--- src/design/tac_pkg.sv ---
// What this block does
// - function 00: pin is pen-touch interrupt only
// - function 01: pin low when set stored
// - data mode: pin high once set read
// - functions 1x: low on touch, high after set
// - hardware power-down disables touch detection
// - control mode from config, echoed in status
// - self mode: touch lowers pin, starts clock
// - Y: drivers, settle, convert, average, store
// - still touched: same sequence for X
// - pressure selected: two pressure conversions stored
// - host writes scan select; device times it
// - temperature only in host-controlled mode
// - differential temperature: second, higher-current conversion
// - battery only in host-controlled mode
// - battery divider on only while sampling
// - auxiliary only in host-controlled mode
// - auxiliary scan converts continuously, refreshing result
// - port scan converts both batteries and auxiliary
// - port scan only in host-controlled mode
// - reset restores all registers and counters
// - pin function from two-bit config field
// - precharge then sense before touch recheck
package tac_pkg;
  // pin function codes; 10 and 11 behave alike
  localparam logic [1:0] FN_PEN = 2'h0;
  localparam logic [1:0] FN_DAV = 2'h1;
  // scan select codes
  localparam logic [3:0] SC_NONE = 4'h0;
  localparam logic [3:0] SC_XY = 4'h1;
  localparam logic [3:0] SC_XYZ = 4'h2;
  localparam logic [3:0] SC_X = 4'h3;
  localparam logic [3:0] SC_Y = 4'h4;
  localparam logic [3:0] SC_Z = 4'h5;
  localparam logic [3:0] SC_BAT_A = 4'h6;
  localparam logic [3:0] SC_BAT_B = 4'h7;
  localparam logic [3:0] SC_AUX = 4'h8;
  localparam logic [3:0] SC_AUX_SCAN = 4'h9;
  localparam logic [3:0] SC_TEMP = 4'hA;
  localparam logic [3:0] SC_TEMP_DIFF = 4'hB;
  localparam logic [3:0] SC_PORT = 4'hC;
  localparam logic [3:0] SC_DRV_X = 4'hD;
  localparam logic [3:0] SC_DRV_Y = 4'hE;
  localparam logic [3:0] SC_DRV_Z = 4'hF;
  // timing: units of the programmable wait fields
  localparam int CLK_NS = 25;
  localparam int STAB_UNIT_NS = 1000;
  localparam int PS_UNIT_NS = 500;
  localparam int STAB_UNIT_CYC = (STAB_UNIT_NS + CLK_NS - 1) / CLK_NS;
  localparam int PS_UNIT_CYC = (PS_UNIT_NS + CLK_NS - 1) / CLK_NS;
  localparam logic [11:0] RES_RST = 12'h000;
  // result channels, also result register index
  typedef enum logic [3:0] {
    CH_Y, CH_X, CH_Z1, CH_Z2, CH_BA, CH_BB, CH_AUX, CH_T1, CH_T2, CH_END
  } tac_chan_e;
  // host-written configuration
  typedef struct packed {
    logic host_ctrl;       // 1: host-controlled converter
    logic [3:0] scan_sel;  // scan function
    logic [1:0] pin_fn;    // pen/data-ready function
    logic [1:0] avg_log2;  // 1,2,4,8 samples
    logic [7:0] stab;      // panel stabilization, STAB units
    logic [2:0] prechg;    // precharge, PS units
    logic [2:0] sense;     // sense, PS units
  } tac_cfg_s;
  // converter answer
  typedef struct packed {
    logic done;
    logic [11:0] data;
  } tac_adc_s;
  typedef logic [8:0][11:0] tac_res_t;

  // next channel of a scan; CH_END as cur gives the first
  function automatic tac_chan_e next_chan(logic [3:0] sel, tac_chan_e cur);
    tac_chan_e n;
    n = CH_END;
    case (sel)
      SC_XY: n = (cur == CH_END) ? CH_Y : (cur == CH_Y) ? CH_X : CH_END;
      SC_XYZ: begin
        case (cur)
          CH_END: n = CH_Y;
          CH_Y: n = CH_X;
          CH_X: n = CH_Z1;
          CH_Z1: n = CH_Z2;
          default: n = CH_END;
        endcase
      end
      SC_X: n = (cur == CH_END) ? CH_X : CH_END;
      SC_Y: n = (cur == CH_END) ? CH_Y : CH_END;
      SC_Z: n = (cur == CH_END) ? CH_Z1 : (cur == CH_Z1) ? CH_Z2 : CH_END;
      SC_BAT_A: n = (cur == CH_END) ? CH_BA : CH_END;
      SC_BAT_B: n = (cur == CH_END) ? CH_BB : CH_END;
      SC_AUX, SC_AUX_SCAN: n = (cur == CH_END) ? CH_AUX : CH_END;
      SC_TEMP: n = (cur == CH_END) ? CH_T1 : CH_END;
      SC_TEMP_DIFF: n = (cur == CH_END) ? CH_T1 : (cur == CH_T1) ? CH_T2 : CH_END;
      SC_PORT: begin
        case (cur)
          CH_END: n = CH_BA;
          CH_BA: n = CH_BB;
          CH_BB: n = CH_AUX;
          default: n = CH_END;
        endcase
      end
      default: n = CH_END;
    endcase
    return n;
  endfunction

  // result registers written by one full scan
  function automatic logic [8:0] set_mask(logic [3:0] sel);
    logic [8:0] m;
    tac_chan_e c;
    m = 9'h000;
    c = next_chan(sel, CH_END);
    for (int i = 0; i < 4; i++) begin
      if (c != CH_END) begin
        m[c] = 1'b1;
        c = next_chan(sel, c);
      end
    end
    return m;
  endfunction
endpackage

--- src/design/tac_sequencer.sv ---
`timescale 1ns/10ps
module tac_sequencer import tac_pkg::*; (
  input wire logic ref_clk,           // 40 MHz clock
  input wire logic rst,               // sync reset, active high
  input wire tac_cfg_s cfg,           // host configuration
  input wire logic cmd_start,         // pulse: host wrote scan select
  input wire logic hw_pd,             // hardware power-down
  input wire logic touch_sense,       // panel comparator, 1 = touched
  input wire tac_adc_s adc,           // converter result and done
  input wire logic rd_strobe,         // pulse: host read a result
  input wire logic [3:0] rd_index,    // result read by host
  output logic pen_or_data_ready_n,   // pen / data-ready pin
  output logic ctrl_mode_status,      // readable control mode
  output logic int_clk_en,            // internal clock running
  output logic pen_det_en,            // touch detect circuit enabled
  output logic drv_y,                 // Y panel drivers
  output logic drv_x,                 // X panel drivers
  output logic drv_z,                 // pressure drivers
  output logic adc_power,             // converter powered
  output logic adc_start,             // pulse: start conversion
  output logic [3:0] adc_chan,        // converter input select
  output logic batt_div_en,           // battery divider on
  output logic temp_high_current,     // diode bias raised for second read
  output logic set_done,              // pulse: set stored
  output tac_res_t result             // result registers
);
  typedef enum logic [2:0] {
    ST_IDLE, ST_SETTLE, ST_CONV, ST_WAIT, ST_STORE, ST_PRECHG, ST_SENSE
  } tac_state_e;

  tac_state_e state;           // sequencer state
  tac_chan_e chan;             // channel in progress
  logic [15:0] cnt;            // wait counter
  logic [14:0] acc;            // averaging sum
  logic [3:0] nsamp;           // samples taken
  logic [3:0] run_sel;         // scan latched at start
  logic [3:0] drv_hold;        // host-held driver command
  logic [8:0] unread;          // results stored but not yet read
  logic pen_lat;               // touch seen, waiting for set end
  logic pen_det;               // qualified touch event
  logic coord_sel;             // scan select is a coordinate scan
  logic start_ok;              // a scan may begin now
  tac_chan_e nxt;              // channel after the current one
  logic [3:0] need;            // samples wanted

  // detector is cut off during measurement to keep pull-up current off the panel
  assign pen_det = touch_sense && !hw_pd && state == ST_IDLE && drv_hold == SC_NONE;
  assign coord_sel = cfg.scan_sel inside {SC_XY, SC_XYZ, SC_X, SC_Y, SC_Z};
  // self mode starts on touch, host mode on a write; others need host mode
  assign start_ok = cfg.host_ctrl
    ? (cmd_start && cfg.scan_sel inside {[SC_XY:SC_PORT]})
    : (pen_det && coord_sel);
  assign nxt = next_chan(run_sel, chan);
  assign need = 4'(1 << cfg.avg_log2);

  // main sequencer
  always_ff @(posedge ref_clk) begin
    if (rst) begin
      state <= ST_IDLE;
      chan <= CH_END;
      cnt <= 16'h0000;
      acc <= 15'h0000;
      nsamp <= 4'h0;
      run_sel <= SC_NONE;
      set_done <= 1'b0;
    end else begin
      set_done <= 1'b0;
      case (state)
        ST_IDLE: begin
          if (start_ok) begin
            run_sel <= cfg.scan_sel;
            chan <= next_chan(cfg.scan_sel, CH_END);
            cnt <= 16'(cfg.stab * STAB_UNIT_CYC);
            state <= ST_SETTLE;
          end
        end
        // drivers on, panel settles
        ST_SETTLE: begin
          if (cnt == 16'h0000) begin
            acc <= 15'h0000;
            nsamp <= 4'h0;
            state <= ST_CONV;
          end else begin
            cnt <= cnt - 16'h0001;
          end
        end
        ST_CONV: state <= ST_WAIT;
        // gather samples for averaging
        ST_WAIT: begin
          if (adc.done) begin
            acc <= acc + 15'(adc.data);
            nsamp <= nsamp + 4'h1;
            state <= (nsamp + 4'h1 == need) ? ST_STORE : ST_CONV;
          end
        end
        ST_STORE: begin
          if (nxt == CH_END) begin
            if (run_sel == SC_AUX_SCAN && cfg.scan_sel == SC_AUX_SCAN && cfg.host_ctrl) begin
              cnt <= 16'(cfg.stab * STAB_UNIT_CYC);
              state <= ST_SETTLE;
            end else begin
              set_done <= 1'b1;
              state <= ST_IDLE;
            end
          end else if (nxt <= CH_Z2) begin
            chan <= nxt;
            cnt <= 16'(cfg.prechg * PS_UNIT_CYC);
            state <= ST_PRECHG;
          end else begin
            chan <= nxt;
            cnt <= 16'(cfg.stab * STAB_UNIT_CYC);
            state <= ST_SETTLE;
          end
        end
        // charge panel capacitance before the touch recheck
        ST_PRECHG: begin
          if (cnt == 16'h0000) begin
            cnt <= 16'(cfg.sense * PS_UNIT_CYC);
            state <= ST_SENSE;
          end else begin
            cnt <= cnt - 16'h0001;
          end
        end
        ST_SENSE: begin
          if (cnt != 16'h0000) begin
            cnt <= cnt - 16'h0001;
          end else if (touch_sense) begin
            cnt <= 16'(cfg.stab * STAB_UNIT_CYC);
            state <= ST_SETTLE;
          end else begin
            state <= ST_IDLE;
          end
        end
        default: state <= ST_IDLE;
      endcase
    end
  end

  // result registers, averaged sum shifted down
  always_ff @(posedge ref_clk) begin
    if (rst) begin
      result <= {9{RES_RST}};
    end else if (state == ST_STORE && chan != CH_END) begin
      result[chan] <= 12'(acc >> cfg.avg_log2);
    end
  end

  // host stepping: driver-only commands hold drivers until next write
  always_ff @(posedge ref_clk) begin
    if (rst) begin
      drv_hold <= SC_NONE;
    end else if (cmd_start && cfg.host_ctrl) begin
      drv_hold <= (cfg.scan_sel >= SC_DRV_X) ? cfg.scan_sel : SC_NONE;
    end
  end

  // converter and panel controls, one cycle behind the state
  always_ff @(posedge ref_clk) begin
    if (rst) begin
      drv_y <= 1'b0;
      drv_x <= 1'b0;
      drv_z <= 1'b0;
      adc_power <= 1'b0;
      adc_start <= 1'b0;
      adc_chan <= 4'h0;
      batt_div_en <= 1'b0;
      temp_high_current <= 1'b0;
      int_clk_en <= 1'b0;
      pen_det_en <= 1'b0;
      ctrl_mode_status <= 1'b0;
    end else begin
      drv_y <= (state inside {ST_SETTLE, ST_CONV, ST_WAIT} && chan == CH_Y)
               || drv_hold == SC_DRV_Y;
      drv_x <= (state inside {ST_SETTLE, ST_CONV, ST_WAIT} && chan == CH_X)
               || drv_hold == SC_DRV_X;
      drv_z <= (state inside {ST_SETTLE, ST_CONV, ST_WAIT} && chan inside {CH_Z1, CH_Z2})
               || drv_hold == SC_DRV_Z;
      adc_power <= state inside {ST_CONV, ST_WAIT};
      adc_start <= state == ST_CONV;
      adc_chan <= chan;
      // divider draws current, so it is on only around the battery sample
      batt_div_en <= state inside {ST_CONV, ST_WAIT} && chan inside {CH_BA, CH_BB};
      temp_high_current <= state != ST_IDLE && chan == CH_T2;
      int_clk_en <= state != ST_IDLE;
      pen_det_en <= !hw_pd && state == ST_IDLE;
      ctrl_mode_status <= cfg.host_ctrl;
    end
  end

  // touch latch and unread tracking; a new event wins over a clear
  always_ff @(posedge ref_clk) begin
    if (rst) begin
      pen_lat <= 1'b0;
      unread <= 9'h000;
    end else begin
      pen_lat <= pen_det || (pen_lat && !set_done);
      if (set_done) begin
        unread <= set_mask(run_sel);
      end else if (rd_strobe && rd_index < 4'h9) begin
        unread[rd_index] <= 1'b0;
      end
    end
  end

  // pen / data-ready pin
  always_ff @(posedge ref_clk) begin
    if (rst) begin
      pen_or_data_ready_n <= 1'b1;
    end else begin
      case (cfg.pin_fn)
        FN_PEN: pen_or_data_ready_n <= !pen_det;
        FN_DAV: pen_or_data_ready_n <= unread == 9'h000;
        default: pen_or_data_ready_n <= !pen_lat;
      endcase
    end
  end
endmodule // tac_sequencer

--- config.mk ---
export PLATFORM = sky130hd
export DESIGN_NAME = tac_sequencer
export DESIGN_NICKNAME = d
export VERILOG_FILES = /design/src/design/tac_pkg.sv /design/src/design/tac_sequencer.sv
export SDC_FILE = /design/constraint.sdc
export NUM_CORES = 1
export LEC_CHECK = 0
export BUFFER_PORTS_ARGS = -buffer_cell sky130_fd_sc_hd__buf_2
export CAP_MARGIN = 0
export CORE_MARGIN = 2
export CORE_UTILIZATION = 35
export CTS_CLUSTER_SIZE = 25
export DETAILED_ROUTE_END_ITERATION = 8
export GPL_TIMING_DRIVEN = 0
export HOLD_SLACK_MARGIN = 0.05
export PLACE_DENSITY = 0.53
export SYNTH_ARGS = -nofsm -noshare
export SYNTH_HDL_FRONTEND = slang
export SYNTH_SLANG_ARGS = --single-unit
--- constraint.sdc ---
create_clock -name ref_clk -period 5.6 [get_ports ref_clk]
set_input_delay 0.84 -clock ref_clk [delete_from_list [all_inputs] [get_ports ref_clk]]
set_output_delay 0.84 -clock ref_clk [all_outputs]
set_load 0.05 [all_outputs]
==> results.md <==
* Post-Route Skew at between 0.015 and 0.02 ns
* Via count at just under 9000
* Post-layout net count at between 1000 and 1500
* R2R setup slack at between 2 and 3 ns
* Rel. slew slack at 47.8%
* WL/cell at between 15 and 20 µm
* Pint at 2490 µW
* Min-delay worst type: reg2reg
* R2R depth at 11
* Max VDD drop at 0.000223 V
* Critical path class: reg2reg
* Gpl congestion at 0.863
* Final instance area at 11200 µm²
* CP arrival at between 3 and 4 ns
* WP buf/inv at 4
* Worst-skew pair later-pin latency at approximately 0.44 ns
* R2R Path End: cnt[8]
* CTS clk-pin slew, worst paths at approximately 0.090 ns
* CP startpoint: cnt[0]
* Pleak at between 0.004 and 0.005 µW
* # IOs at 170
* TritonCTS buffer count at 17
* DP Area at 10500 µm²
* Synth Net Count at 1208
* CP max stage cell: nor4b_1
* Family with the most delay on the worst path: buffers and inverters
* Switching power at 1570 µW
* Post-CTS Resized at 0
* Die height at between 150 and 200 µm
* Reg2reg start: cnt[0]
* DIE AREA at 27900 µm²
* CTS root buffer: clkbuf_16
* Sum of negative setup slack at 0 ns
* Endpoints failing setup at 0
* Yosys reg bits at approximately 180
* Number of flops mapped to enable cells by yosys at 0
* Cells after Synth at 1128
* Final worst path period need at ~2.8 ns
* Row Count at 59
* Antenna violations before repair at 0
* Overflow after GRT at 0
* Largest net degree at the start of global routing at 22
* Vias in the first global route at between 8000 and 9000
* Worst Tran Pin Value at 0.783 ns
* GRT Util Overall at a little over a fifth
* Fraction of layout cells with a size suffix above 1 at roughly a fifth
* Wire length of the first global-routing pass at approximately 46 mm
* Final-report hold violation count at 0
* Cell Pwr Density at about 360 nW/µm²
* CP max FO at 10
* Comb pwr share at 33.3%
* Setup crit end kind: register
* Synth warnings at 0
* Critical Path End: cnt[8]
* Syn Std Cell Area at ~9300 µm²
* Die Span X at between 150 and 200 µm
* Worst path max stage delay at around 0.42 ns
* Detail Placement HPWL at around 22 mm
* Sw Ratio at between 30% and 40%
* Most frequent cells in the layout: 191 x nand2_1, 184 x dfxtp_1, 178 x buf_2
* Async SR Flop Fraction at 0%
* CP Depth at 11
* Post-CTS Repair Setup Buffers at 0
* Area Overhead vs Synth at 20.0%
* ANT nets after route at 0
* Tcrit/Tclk final at 50.9%
* Sequential fraction of the synthesis area at between 30% and 40%
* Post-synthesis cell type count at ~80
* DR vias/cell at approximately 5.2
* Max-slew violations at 0
* Fmax at roughly 0.35 GHz
* H-tree depth at 4
* Core area at around 26000 µm²
* Post-Syn Area per Cell at 8.25 µm²
* I/O Buffers at around 160
* ANT cells at 0
* CTS sink count at between 150 and 200
* Residual DRC count at 0
* Drt pass-1 iters at 5
* Hold_buf cts at 0
* Setup crit start kind: register
* Drt initial violations at just under 700
* Status: finished clean
* Critical path cell sequence: inv_1 -> ha_1 -> nor4b_1 -> and4_1 -> clkbuf_1 -> a21oi_1 -> o221ai_2 -> buf_4 -> buf_4 -> o21bai_1 -> a21oi_1
* Sequential power share at between 30% and 40%
* Critical path required time at slightly below 6 ns
* Top_reg_cell synth: dfxtp_1
* Starting Density at between 30 and 40%
* Clk pwr share at a little under a third
* CTS max path bufs at 2
* Max-cap violation count at 0
* RSZ-0062 raised after global routing: no
* Fillers at 2663
* Drt total wl at roughly 30 mm
* Commonest non-fill, non-tap cell in the layout: nand2_1
* CTS tree: done
worst reg2reg max path, stage by stage, from the launching register on:
cell and delay [ns]:
dfxtp_1 0.32, inv_1 0.07, ha_1 0.29, nor4b_1 0.42, and4_1 0.25, clkbuf_1 0.30
a21oi_1 0.20, o221ai_2 0.23, buf_4 0.22, buf_4 0.21, o21bai_1 0.13, a21oi_1 0.07
worst min-delay path by stage:
stage	depth (start not counted)	from	to	slack (ns)
2_1_floorplan	2	cnt[1]	cnt[1]	0.43
3_3_place_gp	2	result[16]	result[16]	0.44
3_5_place_dp	2	result[24]	result[24]	0.44
4_1_cts	2	result[18]	result[18]	0.45
5_1_grt	2	result[34]	result[34]	0.47
6_report	2	result[39]	result[39]	0.45
cell type report:
type                    count  area [µm²]  share of cell area (%)
multi-input cells         851        5210                    46.6
repair buffers            164         821                    7.35
inverters                  18        67.6                   0.605
plain buffers              75         347                    3.10
well taps                 335         419                    3.75
clock inverters            15         198                    1.77
clock buffers              17         425                    3.81
flip-flops and latches    184        3680                    33.0
power groups by stage:
stage	clock network, µW	logic [µW]	registers, µW
floorplan	0	984	1500
global placement	0	1330	1480
detailed placement	0	1340	1480
CTS	1280	1350	1450
global route	1340	1510	1460
finish	1260	1350	1450
synth_stat cells (all sizes together), types with 13 or more instances:
cell      n  area, µm²
nand2   191        717
dfxtp   184       3680
nor2    125        469
a21oi   120        608
clkbuf   48        181
o21ai    41        205
mux2i    38        380
ha       32        400
buf      27        165
nor3     26        146
nor2b    23        146
nand3    22        110
xnor2    18        158
inv      17       63.8
a22oi    15        113
o21a     13        105
metal layers:
layer  share of wire, %  global-route usage, %  vias to the layer above
met4                1.6                   5.88                        0
met3                4.1                   2.88                       31
li1                   -                      -                     4356
met5                  0                      0                        -
met2                 47                   34.4                      217
met1                 48                   28.9                     4104
through the flow:
stage	utilization (%)	setup WS (ns)	power [µW]	cells	hold slack [ns]
floorplan	-	2.76	2480	1128	0.432
global placement	40.5	2.40	2810	1627	0.439
detailed placement	40.5	2.39	2820	1627	0.443
CTS	42.9	2.75	4070	1659	0.455
global route	42.9	2.47	4310	1659	0.469
finish	42.9	2.75	4060	1659	0.454
state kept, by name, summed over array words and instances (netlist names), 3 cells and up:
signal	count
adc_chan	4
chan	4
cnt	16
run_sel	4
result	108
drv_hold	4
acc	15
state	3
unread	9
nsamp	4
cells by family after synthesis:
family | count (synthesis) | share of synthesized area (%)
buffers and inverters | 93 | 4.45
AND/OR/NAND/NOR | 476 | 24.0
XOR/XNOR | 23 | 2.16
flip-flops | 184 | 39.6
AO/OA/AOI/OAI | 267 | 18.0
adder cells (fa/ha/maj) | 34 | 4.73
multiplexers | 51 | 7.11
(Power assumes the default switching activity.)
